## src/design/oaid_pkg.sv

```systemverilog
// Constants shared by the operand addressing and I/O decode block
// How it works
// RULE1 - Single operand read from destination register
// RULE2 - Two operands read, result written to destination
// RULE3 - Pointer bits 15:1 word, bit0 byte select
// RULE4 - Indirect jump or call loads pointer
// RULE5 - Relative target is pc plus offset plus one
// RULE6 - I/O moves use 64 entry space
// RULE7 - Data space alias is I/O plus 0x20
// RULE8 - Bit operations only below 0x20
// RULE9 - Writing one clears marked flags
// RULE10 - Bit set/clear rewrites whole register
// RULE11 - Software writes zero to reserved bits
// RULE12 - Software never writes reserved addresses
// RULE13 - Port registers at 0x15 down to 0x10
// RULE14 - Serial peripheral at 0x0F, 0x0E, 0x0D
// RULE15 - UART at 0x0C..0x09, divisor high 0x03
// RULE16 - Comparator 0x08, converter 0x07 to 0x04
// RULE17 - Unmapped reads zero, writes ignored; the decoder zeroes only O_IO_RESULT and still raises O_IO_WR
package oaid_pkg;
    localparam int          REG_AW       = 5;
    localparam int          IO_AW        = 6;
    localparam int          PC_W         = 11;
    localparam int          NUM_IO       = 64;
    localparam logic [7:0]  SRAM_IO_BASE = 8'h20;
    localparam logic [7:0]  SRAM_IO_LAST = 8'h5F;
    localparam logic [5:0]  BIT_IO_LAST  = 6'h1F;
    localparam logic [5:0]  A_PORTC_OUT  = 6'h15;
    localparam logic [5:0]  A_PORTC_DIR  = 6'h14;
    localparam logic [5:0]  A_PORTC_PIN  = 6'h13;
    localparam logic [5:0]  A_PORTD_OUT  = 6'h12;
    localparam logic [5:0]  A_PORTD_DIR  = 6'h11;
    localparam logic [5:0]  A_PORTD_PIN  = 6'h10;
    localparam logic [5:0]  A_SER_DATA   = 6'h0F;
    localparam logic [5:0]  A_SER_STAT   = 6'h0E;
    localparam logic [5:0]  A_SER_CTRL   = 6'h0D;
    localparam logic [5:0]  A_UART_DATA  = 6'h0C;
    localparam logic [5:0]  A_UART_STAT  = 6'h0B;
    localparam logic [5:0]  A_UART_CTRL  = 6'h0A;
    localparam logic [5:0]  A_BAUD_LOW   = 6'h09;
    localparam logic [5:0]  A_CMP_CSR    = 6'h08;
    localparam logic [5:0]  A_CONV_CHAN  = 6'h07;
    localparam logic [5:0]  A_CONV_CSR   = 6'h06;
    localparam logic [5:0]  A_CONV_HIGH  = 6'h05;
    localparam logic [5:0]  A_CONV_LOW   = 6'h04;
    localparam logic [5:0]  A_BAUD_HIGH  = 6'h03;
    localparam logic [15:0] PC_RESET     = 16'h0000;
    typedef enum logic [3:0] {
        OP_NONE     = 4'h0,
        OP_SINGLE   = 4'h1,
        OP_TWO      = 4'h2,
        OP_CONST    = 4'h3,
        OP_IND_JUMP = 4'h4,
        OP_IND_CALL = 4'h5,
        OP_REL_JUMP = 4'h6,
        OP_REL_CALL = 4'h7,
        OP_IO_IN    = 4'h8,
        OP_IO_OUT   = 4'h9,
        OP_BIT_SET  = 4'hA,
        OP_BIT_CLR  = 4'hB,
        OP_SKIP_ONE = 4'hC,
        OP_SKIP_ZER = 4'hD,
        OP_DATA_LD  = 4'hE,
        OP_DATA_ST  = 4'hF
    } oaid_op_e;
endpackage

```

## src/design/oaid_decode.sv

```systemverilog
// Operand, program address and I/O access decoder for an 8-bit core
`timescale 1ns/10ps
`default_nettype none
module oaid_decode
#(
    parameter int PC_W = oaid_pkg::PC_W
)
(
    input  wire logic        I_SYS_CLK,
    input  wire logic        I_RST,
    input  wire logic        I_VALID,
    input  wire logic [3:0]  I_OP,
    input  wire logic [4:0]  I_DEST_REG,
    input  wire logic [4:0]  I_SOURCE_REG,
    input  wire logic [15:0] I_POINTER,
    input  wire logic [15:0] I_PC,
    input  wire logic [11:0] I_REL_OFFSET,
    input  wire logic [5:0]  I_IO_ADDR,
    input  wire logic [7:0]  I_DATA_ADDR,
    input  wire logic [2:0]  I_BIT_SEL,
    input  wire logic [7:0]  I_W1C_MASK,
    input  wire logic [7:0]  I_IO_RDATA,
    input  wire logic [7:0]  I_REG_WDATA,
    output logic             O_RD_A_EN,
    output logic [4:0]       O_RD_A_SEL,
    output logic             O_RD_B_EN,
    output logic [4:0]       O_RD_B_SEL,
    output logic             O_WB_EN,
    output logic [4:0]       O_WB_SEL,
    output logic             O_PM_RD,
    output logic [14:0]      O_PM_WORD,
    output logic             O_PM_HIGH,
    output logic             O_PC_LOAD,
    output logic [15:0]      O_PC_NEXT,
    output logic             O_PUSH_RET,
    output logic             O_IO_RD,
    output logic             O_IO_WR,
    output logic [5:0]       O_IO_ADDR,
    output logic [7:0]       O_IO_WDATA,
    output logic [4:0]       O_IO_SLOT,
    output logic             O_IO_HIT,
    output logic [7:0]       O_IO_RESULT,
    output logic             O_SKIP,
    output logic             O_ILLEGAL
);
    typedef oaid_pkg::oaid_op_e oaid_op_t;

    oaid_op_t   op;
    logic       bit_op;
    logic [5:0] eff_addr;
    logic       data_io;
    logic [5:0] map_addr;
    logic       map_hit;
    logic [4:0] map_slot;

    // Data space addresses 0x20..0x5F alias the I/O space
    function automatic logic in_io_alias(input logic [7:0] a);
        in_io_alias = (a >= oaid_pkg::SRAM_IO_BASE) &&
                      (a <= oaid_pkg::SRAM_IO_LAST);
    endfunction

    function automatic logic [7:0] w1c_safe(input logic [7:0] v,
                                            input logic [7:0] m);
        w1c_safe = v & ~m;
    endfunction

    // Mapped registers form one run from the high divisor to port C
    function automatic logic is_mapped(input logic [5:0] a);
        is_mapped = (a >= oaid_pkg::A_BAUD_HIGH) &&
                    (a <= oaid_pkg::A_PORTC_OUT);
    endfunction

    assign op       = oaid_op_t'(I_OP);
    assign bit_op   = (op == oaid_pkg::OP_BIT_SET) ||
                      (op == oaid_pkg::OP_BIT_CLR) ||
                      (op == oaid_pkg::OP_SKIP_ONE) ||
                      (op == oaid_pkg::OP_SKIP_ZER);
    assign data_io  = in_io_alias(I_DATA_ADDR);
    assign eff_addr = 6'(I_DATA_ADDR - oaid_pkg::SRAM_IO_BASE); // RULE7
    assign map_addr = ((op == oaid_pkg::OP_DATA_LD) ||
                       (op == oaid_pkg::OP_DATA_ST)) ? eff_addr
                                                     : I_IO_ADDR;

    oaid_io_map u_map
    (
        .i_clk  (I_SYS_CLK),
        .i_rst  (I_RST),
        .i_addr (map_addr),
        .o_hit  (map_hit),
        .o_slot (map_slot)
    );

    assign O_IO_HIT  = map_hit;
    assign O_IO_SLOT = map_slot;

    // Register file ports
    always_ff @(posedge I_SYS_CLK)
    begin
        if (I_RST)
        begin
            O_RD_A_EN  <= 1'b0;
            O_RD_A_SEL <= 5'h00;
            O_RD_B_EN  <= 1'b0;
            O_RD_B_SEL <= 5'h00;
            O_WB_EN    <= 1'b0;
            O_WB_SEL   <= 5'h00;
        end
        else
        begin
            O_RD_A_SEL <= I_DEST_REG;
            O_RD_B_SEL <= I_SOURCE_REG;
            O_WB_SEL   <= I_DEST_REG;
            O_RD_A_EN  <= I_VALID && ((op == oaid_pkg::OP_SINGLE) ||
                          (op == oaid_pkg::OP_TWO)); // RULE1
            O_RD_B_EN  <= I_VALID && ((op == oaid_pkg::OP_TWO) ||
                          (op == oaid_pkg::OP_IO_OUT) ||
                          (op == oaid_pkg::OP_DATA_ST)); // RULE2
            O_WB_EN    <= I_VALID && ((op == oaid_pkg::OP_SINGLE) ||
                          (op == oaid_pkg::OP_TWO)); // RULE2
        end
    end

    // Program memory constant fetch
    always_ff @(posedge I_SYS_CLK)
    begin
        if (I_RST)
        begin
            O_PM_RD   <= 1'b0;
            O_PM_WORD <= 15'h0000;
            O_PM_HIGH <= 1'b0;
        end
        else
        begin
            O_PM_RD   <= I_VALID && (op == oaid_pkg::OP_CONST);
            O_PM_WORD <= I_POINTER[15:1]; // RULE3
            O_PM_HIGH <= I_POINTER[0]; // RULE3
        end
    end

    // Program counter redirection; the target wraps within PC_W bits
    always_ff @(posedge I_SYS_CLK)
    begin
        if (I_RST)
        begin
            O_PC_LOAD  <= 1'b0;
            O_PC_NEXT  <= oaid_pkg::PC_RESET;
            O_PUSH_RET <= 1'b0;
        end
        else
        begin
            O_PC_LOAD  <= 1'b0;
            O_PUSH_RET <= 1'b0;
            if (I_VALID)
            begin
                case (op)
                    oaid_pkg::OP_IND_JUMP, oaid_pkg::OP_IND_CALL:
                    begin
                        O_PC_LOAD  <= 1'b1;
                        O_PC_NEXT  <= 16'(I_POINTER[PC_W-1:0]); // RULE4
                        O_PUSH_RET <= (op == oaid_pkg::OP_IND_CALL);
                    end
                    oaid_pkg::OP_REL_JUMP, oaid_pkg::OP_REL_CALL:
                    begin
                        O_PC_LOAD  <= 1'b1;
                        O_PC_NEXT  <= 16'(PC_W'(I_PC +
                                      {{4{I_REL_OFFSET[11]}}, I_REL_OFFSET}
                                      + 16'h0001)); // RULE5
                        O_PUSH_RET <= (op == oaid_pkg::OP_REL_CALL);
                    end
                    default:
                    begin
                        O_PC_LOAD <= 1'b0;
                    end
                endcase
            end
        end
    end

    // I/O access strobes; stage one captures the decoded request
    always_ff @(posedge I_SYS_CLK)
    begin
        if (I_RST)
        begin
            O_IO_RD   <= 1'b0;
            O_IO_WR   <= 1'b0;
            O_IO_ADDR <= 6'h00;
            O_ILLEGAL <= 1'b0;
        end
        else
        begin
            O_IO_ADDR <= map_addr; // RULE6
            O_IO_RD   <= I_VALID && ((op == oaid_pkg::OP_IO_IN) ||
                         ((op == oaid_pkg::OP_DATA_LD) && data_io) ||
                         (bit_op && I_IO_ADDR <= oaid_pkg::BIT_IO_LAST));
            O_IO_WR   <= I_VALID && ((op == oaid_pkg::OP_IO_OUT) ||
                         ((op == oaid_pkg::OP_DATA_ST) && data_io) ||
                         (((op == oaid_pkg::OP_BIT_SET) ||
                           (op == oaid_pkg::OP_BIT_CLR)) &&
                          I_IO_ADDR <= oaid_pkg::BIT_IO_LAST)); // RULE8
            O_ILLEGAL <= I_VALID && bit_op &&
                         (I_IO_ADDR > oaid_pkg::BIT_IO_LAST); // RULE8
        end
    end

    // Write data: bit set/clear rebuild the byte from the register contents
    always_ff @(posedge I_SYS_CLK)
    begin
        if (I_RST)
        begin
            O_IO_WDATA <= 8'h00;
            O_SKIP     <= 1'b0;
        end
        else
        begin
            O_SKIP <= 1'b0;
            case (op)
                oaid_pkg::OP_BIT_SET:
                    O_IO_WDATA <= I_IO_RDATA | (8'h01 << I_BIT_SEL); // RULE10
                oaid_pkg::OP_BIT_CLR:
                    O_IO_WDATA <= I_IO_RDATA & ~(8'h01 << I_BIT_SEL); // RULE10
                oaid_pkg::OP_SKIP_ONE:
                begin
                    O_IO_WDATA <= 8'h00;
                    O_SKIP <= I_VALID && I_IO_ADDR <= oaid_pkg::BIT_IO_LAST
                              && I_IO_RDATA[I_BIT_SEL];
                end
                oaid_pkg::OP_SKIP_ZER:
                begin
                    O_IO_WDATA <= 8'h00;
                    O_SKIP <= I_VALID && I_IO_ADDR <= oaid_pkg::BIT_IO_LAST
                              && !I_IO_RDATA[I_BIT_SEL];
                end
                default:
                    O_IO_WDATA <= I_REG_WDATA;
            endcase
        end
    end

    // Read result: unmapped reads zero; write-one-clear flags read as held
    always_ff @(posedge I_SYS_CLK)
    begin
        if (I_RST)
        begin
            O_IO_RESULT <= 8'h00;
        end
        // Decoded here, as the registered map hit lags the request a cycle
        else if (!is_mapped(map_addr))
        begin
            O_IO_RESULT <= 8'h00; // RULE17
        end
        else
        begin
            // Peripheral applies clear-on-one; zero bits leave flags alone
            O_IO_RESULT <= I_IO_RDATA | w1c_safe(8'h00, I_W1C_MASK); // RULE9
        end
    end
endmodule
`default_nettype wire

```

## src/design/oaid_io_map.sv

```systemverilog
// Fixed I/O address map with registered select outputs
`timescale 1ns/10ps
`default_nettype none
module oaid_io_map
(
    input  wire logic       i_clk,
    input  wire logic       i_rst,
    input  wire logic [5:0] i_addr,
    output logic            o_hit,
    output logic [4:0]      o_slot
);
    logic       hit;
    logic [4:0] slot;

    // Slots 1..19 name the mapped registers; zero means nothing there
    always_comb
    begin
        hit  = 1'b1;
        slot = 5'h00;
        case (i_addr)
            oaid_pkg::A_PORTC_OUT: slot = 5'h01; // RULE13
            oaid_pkg::A_PORTC_DIR: slot = 5'h02;
            oaid_pkg::A_PORTC_PIN: slot = 5'h03;
            oaid_pkg::A_PORTD_OUT: slot = 5'h04;
            oaid_pkg::A_PORTD_DIR: slot = 5'h05;
            oaid_pkg::A_PORTD_PIN: slot = 5'h06;
            oaid_pkg::A_SER_DATA:  slot = 5'h07; // RULE14
            oaid_pkg::A_SER_STAT:  slot = 5'h08;
            oaid_pkg::A_SER_CTRL:  slot = 5'h09;
            oaid_pkg::A_UART_DATA: slot = 5'h0A; // RULE15
            oaid_pkg::A_UART_STAT: slot = 5'h0B;
            oaid_pkg::A_UART_CTRL: slot = 5'h0C;
            oaid_pkg::A_BAUD_LOW:  slot = 5'h0D;
            oaid_pkg::A_BAUD_HIGH: slot = 5'h13;
            oaid_pkg::A_CMP_CSR:   slot = 5'h0E; // RULE16
            oaid_pkg::A_CONV_CHAN: slot = 5'h0F;
            oaid_pkg::A_CONV_CSR:  slot = 5'h10;
            oaid_pkg::A_CONV_HIGH: slot = 5'h11;
            oaid_pkg::A_CONV_LOW:  slot = 5'h12;
            default:               hit  = 1'b0; // RULE17
        endcase
    end

    always_ff @(posedge i_clk)
    begin
        if (i_rst)
        begin
            o_hit  <= 1'b0;
            o_slot <= 5'h00;
        end
        else
        begin
            o_hit  <= hit;
            o_slot <= slot;
        end
    end
endmodule
`default_nettype wire

```

## config.mk

```make
export PLATFORM = sky130hd
export DESIGN_NAME = oaid_decode
export DESIGN_NICKNAME = d
export VERILOG_FILES = /design/src/design/oaid_pkg.sv /design/src/design/oaid_decode.sv /design/src/design/oaid_io_map.sv
export SDC_FILE = /design/constraint.sdc
export NUM_CORES = 1
export LEC_CHECK = 0
export ABC_AREA = 1
export BUFFER_PORTS_ARGS = -buffer_cell sky130_fd_sc_hd__buf_4
export CAP_MARGIN = 20
export CORE_ASPECT_RATIO = 0.9
export CORE_MARGIN = 1.5
export CORE_UTILIZATION = 51
export CTS_BUF_LIST = sky130_fd_sc_hd__clkbuf_4 sky130_fd_sc_hd__clkbuf_8
export CTS_CLUSTER_SIZE = 12
export DETAILED_ROUTE_END_ITERATION = 12
export GPL_TIMING_DRIVEN = 0
export PLACE_DENSITY = 0.94
export SKIP_CTS_REPAIR_TIMING = 1
export SLEW_MARGIN = 0
export SYNTH_ARGS = -nofsm -noshare
export SYNTH_HDL_FRONTEND = slang
export SYNTH_SLANG_ARGS = --single-unit
```

## constraint.sdc

```tcl
create_clock -name I_SYS_CLK -period 4.35 [get_ports I_SYS_CLK]
set_input_delay 0.2175 -clock I_SYS_CLK [delete_from_list [all_inputs] [get_ports I_SYS_CLK]]
set_output_delay 0.2175 -clock I_SYS_CLK [all_outputs]
set_load 0.05 [all_outputs]
```

# Word level (Yosys, flattened, before mapping)
# Index checks and enable logic that the tools add are counted.
[totals]
word_cells = 116
in_bits = 102
reg_bits = 79
out_inout_bits = 85
[classes]
shifts = 1
n_addsub = 3
eq_ne = 34
n_bitwise = 5
mux = 10
order_cmp = 7
n_reduce_logical = 37
[op_table]
columns = ["op", "count"]
rows = [
  ["5-bit one-hot mux with 19 select lines", 1],
  ["6-bit by 4-bit equality test with 1-bit output (second input constant)", 8],
  ["6-bit by 5-bit equality test with 1-bit output (second input constant)", 6],
  ["4-bit equality test (second input constant)", 8],
  ["16-bit one-hot mux with 2 select lines", 1],
  ["6-bit by 3-bit equality test with 1-bit output (second input constant)", 4],
  ["8-bit one-hot mux with 3 select lines", 1],
  ["19-bit OR reduction", 1],
  ["4-bit by 3-bit equality test with 1-bit output (second input constant)", 4],
  ["1-bit logical AND", 16],
  ["6-bit by 5-bit less-or-equal comparator with 1-bit output (second input constant)", 2],
  ["11-bit by 1-bit adder with 11-bit output (second input constant)", 1],
  ["11-bit adder", 1],
  ["1-bit logical OR", 11],
  ["2-bit OR reduction", 5],
  ["8-bit bitwise AND", 1],
  ["4-bit by 2-bit equality test with 1-bit output (second input constant)", 2],
  ["8-bit by 6-bit greater-or-equal comparator with 1-bit output (second input constant)", 1],
  ["8-bit by 7-bit less-or-equal comparator with 1-bit output (second input constant)", 1],
  ["8-bit NOT", 1],
  ["8-bit bitwise OR", 1],
  ["1-bit by 3-bit << shifter with 8-bit output (first input constant)", 1],
  ["6-bit by 2-bit equality test with 1-bit output (second input constant)", 1],
  ["6-bit by 2-bit greater-or-equal comparator with 1-bit output (second input constant)", 1],
  ["other kinds (13)", 17],
]

# Longest topological paths before layout
# Gate-level depths: netlist of run 1.
[depth]
depth_word = 7
ltp_mapped = 13
mapped_depth_nobuf = 12

# By module
# A second synthesis of run 1 with hierarchy kept.
[hier_totals]
hier_cells = 525
area_unflattened_um2 = 3618.5
[by_module_without_submodules]
columns = ["module", "cells_per_inst", "instances", "area_per_inst_um2", "seq_area_each_um2"]
rows = [
  ["oaid_decode", 452, 1, 3203.1, 1361.3],
  ["oaid_io_map", 73, 1, 415.4, 120.1],
]

# Worst setup path after synthesis of run 1
# Ideal clock, no wire load.
[synth_timing]
path_type = "input -> register"
startpoint = "in I_PC[0]"
endpoint = "reg O_PC_NEXT[8]"
cell_stages = 12
setup_slack_ps = 2736
path_buffers = 0
setup_ps = 132
arrival_time_ps = 1482
required_ps = 4218
cell_sequence = "inv_1 -> ha_1 -> inv_1 -> fa_1 -> nand3_1 -> nand3_1 -> nand3_1 -> nand2_1 -> nand2_1 -> nand2_1 -> o21ai_0 -> a21oi_1"
[synth_between]
elab_chain_len = 3
[synth_rtl]
columns = ["element", "line", "text"]
rows = [
  ["start, declared", "oaid_decode.sv:16", "input wire logic [15:0] I_PC,"],
  ["11-bit adder", "oaid_decode.sv:165", "O_PC_NEXT <= 16'(PC_W'(I_PC +"],
  ["11-bit by 1-bit adder with 11-bit output", "oaid_decode.sv:167", "+ 16'h0001));"],
  ["16-bit one-hot mux with 2 select lines", "oaid_decode.sv:155", "case (op)"],
  ["end signal, assigned", "oaid_decode.sv:146", "O_PC_NEXT <= oaid_pkg::PC_RESET;"],
  ["end signal, assigned", "oaid_decode.sv:159", "O_PC_NEXT <= 16'(I_POINTER[PC_W-1:0]);"],
  ["end signal, assigned", "oaid_decode.sv:165", ""],
  ["end, declared", "oaid_decode.sv:34", "output logic [15:0] O_PC_NEXT,"],
]
# No other way between the ends. The select of a mux whose other input is x is not followed.
# A chain may end at the register's enable or synchronous reset.

# Worst setup path after layout of run 1
# Same ends and word-level chain as after synthesis.

==> impl_metrics.csv, run 1 <==
group,metric,value,unit
outcome,status,"complete, no violations",
routing,wl,10690,um
layout,final_nets,801,
sta,post-route-period-util,38.56,%
floorplan,ioPinCount,187,
run,drv_cap,0,
setup_path,r2r-end,"O_PC_NEXT[0]",
sta,slew_headroom,53.11,%
synthesis,async_flop_share,0,%
routing,first_pass_iters,5,
pwr,p_int,1.224,mW
synthesis,synth_edf_count,0,
pwr,p_per_area,346.9,nW/um^2
min_path,worstHoldStart,"I_SOURCE_REG[0]",
pwr,sequentialPowerShare,39.7,%
pwr,swShare,32.96,%
cts,cts_tree,"built",
cts,clk-insertion-delay-late,0.35,ns
sta,setup_viol,0,
floorplan,start_util,52.46,%
layout,syn2layout_area_growth,43.26,%
min_path,hold_path_end,"O_RD_B_SEL[0]",
synthesis,avgSynthCellArea,7.217,sq um
cts,htreeDepth,3,
routing,wl_per_cell,13.60,um
grt,grt_max_degree,14,
pwr,vdd_drop_max,0.2571,mV
setup_path,rr_worst_depth,2,
routing,ant_nets,0,
grt,antenna_found_initial,0,
layout,mostFrequentLayoutCell,"buf_4",
min_path,hold_path_depth,3,
pwr,clockPowerShare,33.3,%
floorplan,fp.coreArea,7003,sq um
setup_path,r2r_start,"O_PC_NEXT[0]",
routing,vias_per_cell,5.048,
routing,first_iter_violations,184,
floorplan,dieArea,7722,sq um
cts,cts_root_buf,"clkbuf_8",
synthesis,synth-seq-cells,74,
synthesis,synthFlopType,"dfxtp_1",
floorplan,rows,29,
sta,setup_tns,0,ns
pwr,p_switching,0.6017,mW
cts,ctsLongestPathBuffers,2,
sta,finalCriticalPeriod,1.677,ns
sta,fin_skew,0,ns
grt,overflow,0,
layout,design_area,5263,sq um
layout,final_core_util,75.15,%
layout,final_cell_mix,"176 x buf_4, 91 x nand2_1, 79 x inv_1, 74 x dfxtp_1, 66 x nor2_1",
placed_design,place.gp.congestion,0.9696,
floorplan,chipWidth,92.46,um
placed_design,hpwl,8438,um
synthesis,syn_inst,509,
placed_design,placed_cells,770,
pwr,power_frac_comb,27.0,%
grt,grt_pass1_vias,3705,
setup_path,end_kind,"flip-flop",
setup_path,required,4.56,ns
cts,numCtsBuffers,9,
setup_path,crit_type,"in2reg",
sta,worst_pin_slew,0.7008,ns
min_path,min_path_type,"in2reg",
grt,track_usage,27.19,%
setup_path,rrSetupSlack,3.69,ns
synthesis,yosysSeqAreaShare,40.33,%
sta,rsz0062_at_grt,"no",
synthesis,yosysWarnings,0,
grt,grt_first_pass_wirelength,16480,um
sta,hold_viol_final,0,
routing,via_count,3968,
setup_path,cp-start-kind,"input port",
floorplan,die_h,83.52,um
synthesis,synth_area,3674,sq um
routing,drc,0,
placed_design,postPlaceCellArea,5036,sq um
sta,drv_slew,0,
setup_path,crit_arrival,1.89,ns
layout,drive_above_1_share,33.48,%
layout,instances_no_fill,786,
setup_path,crit_fanout,4,
cts,path_clk_slew,0.08,ns
placed_design,portBuffers,164,
sta,fmax,596.2,MHz
cts,cts_sinks,74,
pwr,p_leak,2.806,nW
layout,fillers,533,
layout,diodes,0,
synthesis,yosys.cell_types.count,41,
pwr,total_power,1.826,mW
## layout make-up
| class | count | area (sq um) | share of cell area, % |
|---|---|---|---|
| multi-input combinational | 330 | 1727 | 32.81 |
| sequential | 74 | 1481 | 28.15 |
| timing repair buffer | 164 | 1231 | 23.40 |
| inverter | 85 | 321.6 | 6.110 |
| buffer | 24 | 158.9 | 3.019 |
| clock buffer | 10 | 137.6 | 2.615 |
| tap | 93 | 116.4 | 2.211 |
| clock inverter | 6 | 88.84 | 1.688 |
## through the flow
stage | hold slack [ns] | worst slack [ns]
final | 0.06356 | 2.673
after global routing | 0.05520 | 2.590
after CTS | 0.05670 | 2.702
after detailed placement | 0.4238 | 2.319
after global placement | 0.4170 | 2.378
after floorplan | 0.3245 | 2.736
## routing by layer
| metal | track usage (%) | up-vias | routed length (um) |
|---|---|---|---|
| met5 | 0 | - | 0 |
| met4 | 9.371 | 0 | 238 |
| met3 | 6.922 | 31 | 963 |
| met2 | 49.13 | 210 | 5293 |
| met1 | 30.68 | 1763 | 4198 |
| li1 | - | 1964 | - |
## Yosys cell counts, types with 2 or more instances
cell type	instances	area (sq um)
o21ai_2	2	17.52
a21o_1	2	15.01
o21ai_0	18	90.09
nand2_4	2	22.52
xor2_1	4	35.03
inv_2	5	18.77
buf_6	3	33.78
nand4_1	7	43.79
clkbuf_1	7	26.28
a21oi_1	38	190.2
ha_1	10	125.1
nand2_2	5	31.28
nor2_2	12	75.07
inv_1	79	296.5
nor2_1	66	247.7
nor3_1	2	10.01
o22ai_1	9	56.30
buf_4	12	90.09
o211ai_1	3	22.52
nand2_1	91	341.6
nor2_4	4	45.04
a22oi_1	2	15.01
o21ai_1	2	10.01
dfxtp_1	74	1481
o311ai_0	4	35.03
nand3_1	31	155.2
## cells by family (layout without fill, tap and decap cells)
group,count (synthesis),count (layout),synth area share [%]
flops,74,74,40.33
buf+inv,109,289,13.08
fa+ha+maj,11,11,3.951
simple gates,225,225,28.10
xor+xnor,4,4,0.9536
other cells,1,5,0.1021
compound gates,85,85,13.49
## sequential cells by signal, indices dropped and copies added (netlist names), 5 cells and up
signal,cells
O_IO_ADDR,6
O_IO_RESULT,8
O_IO_WDATA,8
O_PC_NEXT,11
O_PM_WORD,15
O_RD_B_SEL,5
O_WB_SEL,5
u_map.o_slot,5
## worst max path at each step
stage	from	end	slack, ns
6_report	I_PC[0]	O_PC_NEXT[8]	2.67
3_3_place_gp	I_PC[0]	O_PC_NEXT[8]	2.38
4_1_cts	I_PC[0]	O_PC_NEXT[8]	2.70
5_1_grt	I_PC[0]	O_PC_NEXT[8]	2.59
3_5_place_dp	I_PC[0]	O_PC_NEXT[8]	2.32
2_1_floorplan	I_PC[0]	O_PC_NEXT[8]	2.74
## critical path: stages
cell	delay [ns]
buf_4	0.11
inv_1	0.06
ha_1	0.14
inv_1	0.09
fa_1	0.45
nand3_1	0.10
nand3_1	0.13
nand3_1	0.10
nand2_1	0.08
nand2_1	0.07
nand2_1	0.04
o21ai_0	0.21
a21oi_1	0.09
## power by group through the flow
stage               clock network [mW]  registers, mW  logic, mW
finish                           0.608          0.724      0.494
global route                     0.639          0.727      0.528
CTS                              0.609          0.724      0.491
detailed placement                   0          0.740      0.489
global placement                     0          0.739      0.480
floorplan                            0          0.862      0.198
Note: power is estimated with default switching activity, not from simulation.
==> inputs of run 2 (changes only) <==
--- a/config.mk
+++ b/config.mk
@@ -10,12 +10,12 @@
 export CAP_MARGIN = 20
 export CORE_ASPECT_RATIO = 0.9
 export CORE_MARGIN = 1.5
-export CORE_UTILIZATION = 51
+export CORE_UTILIZATION = 43
 export CTS_BUF_LIST = sky130_fd_sc_hd__clkbuf_4 sky130_fd_sc_hd__clkbuf_8
 export CTS_CLUSTER_SIZE = 12
 export DETAILED_ROUTE_END_ITERATION = 12
 export GPL_TIMING_DRIVEN = 0
-export PLACE_DENSITY = 0.94
+export PLACE_DENSITY = 0.85
 export SKIP_CTS_REPAIR_TIMING = 1
 export SLEW_MARGIN = 0
 export SYNTH_ARGS = -nofsm -noshare
==> constraint.sdc (replaced) <==
create_clock -name I_SYS_CLK -period 1.5 [get_ports I_SYS_CLK]
set_input_delay 0.075 -clock I_SYS_CLK [delete_from_list [all_inputs] [get_ports I_SYS_CLK]]
set_output_delay 0.075 -clock I_SYS_CLK [all_outputs]
set_load 0.05 [all_outputs]
==> run 2 against run 1 <==
  * The run now ends with negative hold slack left
  * Register-to-register slack got worse by 2.9 ns
  * Sequential share of layout area shrank 1.7 points
  * Routed wire length increased by 5.2%
  * Sequential power rose to 2.9 times the previous value
  * Via count increased by 2.3%
  * Global-route usage fell by 4.5 points
  * Largest cell class is now non-clock buffers
==> impl_metrics.csv, run 2 (synthesized netlist as in run 1, its figures left out) <==
group,metric,value,unit
outcome,status,"finished with violations",
outcome,violations,"negative hold slack",
layout,fillers,653,
routing,first_pass_iters,5,
layout,final_nets,836,
sta,final.setup.worst_slack,0.1237,ns
cts,cts_tree,"built",
routing,vias_per_cell,4.809,
placed_design,portBuffers,164,
placed_design,placed_cells,792,
setup_path,required,1.73,ns
sta,slew_headroom,53.23,%
pwr,p_per_area,906.9,nW/um^2
grt,antenna_found_initial,0,
placed_design,postPlaceCellArea,5064,sq um
layout,largest_register_ffs,15,
setup_path,crit_arrival,1.60,ns
pwr,p_leak,2.931,nW
min_path,min_path_type,"in2reg",
layout,regMostFlops,"O_PM_WORD",
grt,grt_first_pass_wirelength,16480,um
sta,rsz0062_at_grt,"no",
layout,design_area,5608,sq um
pwr,total_power,5.086,mW
setup_path,cp-start-kind,"input port",
layout,instances_no_fill,844,
cts,cts_root_buf,"clkbuf_8",
grt,overflow,0,
placed_design,hpwl,8379,um
sta,whs,-0.01131,ns
cts,htreeDepth,3,
routing,wl_per_cell,13.33,um
floorplan,die_h,90.69,um
setup_path,crit_type,"in2reg",
layout,register_area,1481,sq um
layout,mostFrequentLayoutCell,"buf_4",
cts,ctsLongestPathBuffers,2,
routing,drc,0,
routing,wl,11250,um
sta,fin_skew,0,ns
sta,drv_slew,0,
grt,grt_max_degree,16,
floorplan,start_util,44.89,%
setup_path,crit_fanout,4,
floorplan,ioPinCount,187,
sta,finalCriticalPeriod,1.376,ns
placed_design,pre_cts_ws,-0.3496,ns
layout,final_cell_mix,"176 x buf_4, 91 x nand2_1, 79 x inv_1, 74 x dfxtp_1, 66 x nor2_1",
setup_path,rrSetupSlack,0.81,ns
placed_design,place.gp.congestion,0.9192,
grt,grt_pass1_vias,3527,
floorplan,fp.coreArea,8184,sq um
layout,drive_above_1_share,32.14,%
layout,multiInputGateArea,1733,sq um
grt,track_usage,22.70,%
layout,syn2layout_area_growth,52.66,%
cts,numCtsBuffers,9,
floorplan,chipWidth,100.4,um
cts,path_clk_slew,0.09,ns
sta,post-route-period-util,91.75,%
cts,cts_sinks,74,
sta,fmax,726.6,MHz
run,drv_cap,0,
sta,hold_viol_final,5,
routing,first_iter_violations,160,
routing,via_count,4059,
sta,worst_pin_slew,0.6990,ns
setup_path,end_kind,"flip-flop",
cts,clk-insertion-delay-late,0.35,ns
floorplan,dieArea,9107,sq um
floorplan,rows,31,
sta,setup_viol,0,
layout,top_regs,"O_PM_WORD (15), O_PC_NEXT (11)",
routing,ant_nets,0,
pwr,vdd_drop_max,0.4968,mV
[run 2: per-stage QoR]
step                      setup TNS, ns  utilization [%]
final                                 0            68.52
after global routing                  0            68.49
after CTS                             0            64.13
after detailed placement        -0.9036            61.87
after global placement          -0.7667            61.87
after floorplan                       0                -
[run 2: where the power goes]
group	leakage, nW	switching, mW	internal, mW	total (mW)
clock network	0.0884	0.844	0.629	1.47
registers	0.610	0.0345	2.06	2.10
logic	2.23	0.952	0.561	1.51
[run 2: worst paths after layout]
check,startpoint,endpoint,cells after the start
hold reg to reg,O_PC_NEXT[7],O_PC_NEXT[7],2
hold / removal,I_REG_WDATA[3],O_IO_WDATA[3],3
setup reg to reg,O_PC_NEXT[5],O_PC_NEXT[5],2
setup / recovery,I_PC[0],O_PC_NEXT[8],13
[run 2: cell type report]
type | instances | area share, %
sequential | 74 | 26.42
clock buffer | 9 | 2.209
antenna | 1 | 0.04462
clock inverter | 7 | 1.093
buffer | 24 | 2.834
inverter | 85 | 5.734
multi-input combinational | 330 | 30.90
tap | 115 | 2.566
timing repair buffer | 199 | 28.20
[run 2: critical path, cell delays in order]
cell and delay (ns):
buf_4 0.10, inv_1 0.06, ha_1 0.14, inv_1 0.09, fa_2 0.39, nand3_1 0.09, nand3_1 0.14, nand3_1 0.11
nand2_1 0.07, nand2_1 0.06, nand2_1 0.04, o21ai_1 0.15, a21oi_1 0.08
[run 2: metal layers]
| layer | wire length, um | global-route usage, % | vias to the layer above |
|---|---|---|---|
| met1 | 4757 | 27.91 | 1819 |
| li1 | - | - | 2032 |
| met2 | 5546 | 38.83 | 191 |
| met5 | 0 | 0 | - |
| met3 | 773 | 5.728 | 17 |
| met4 | 174 | 6.690 | 0 |
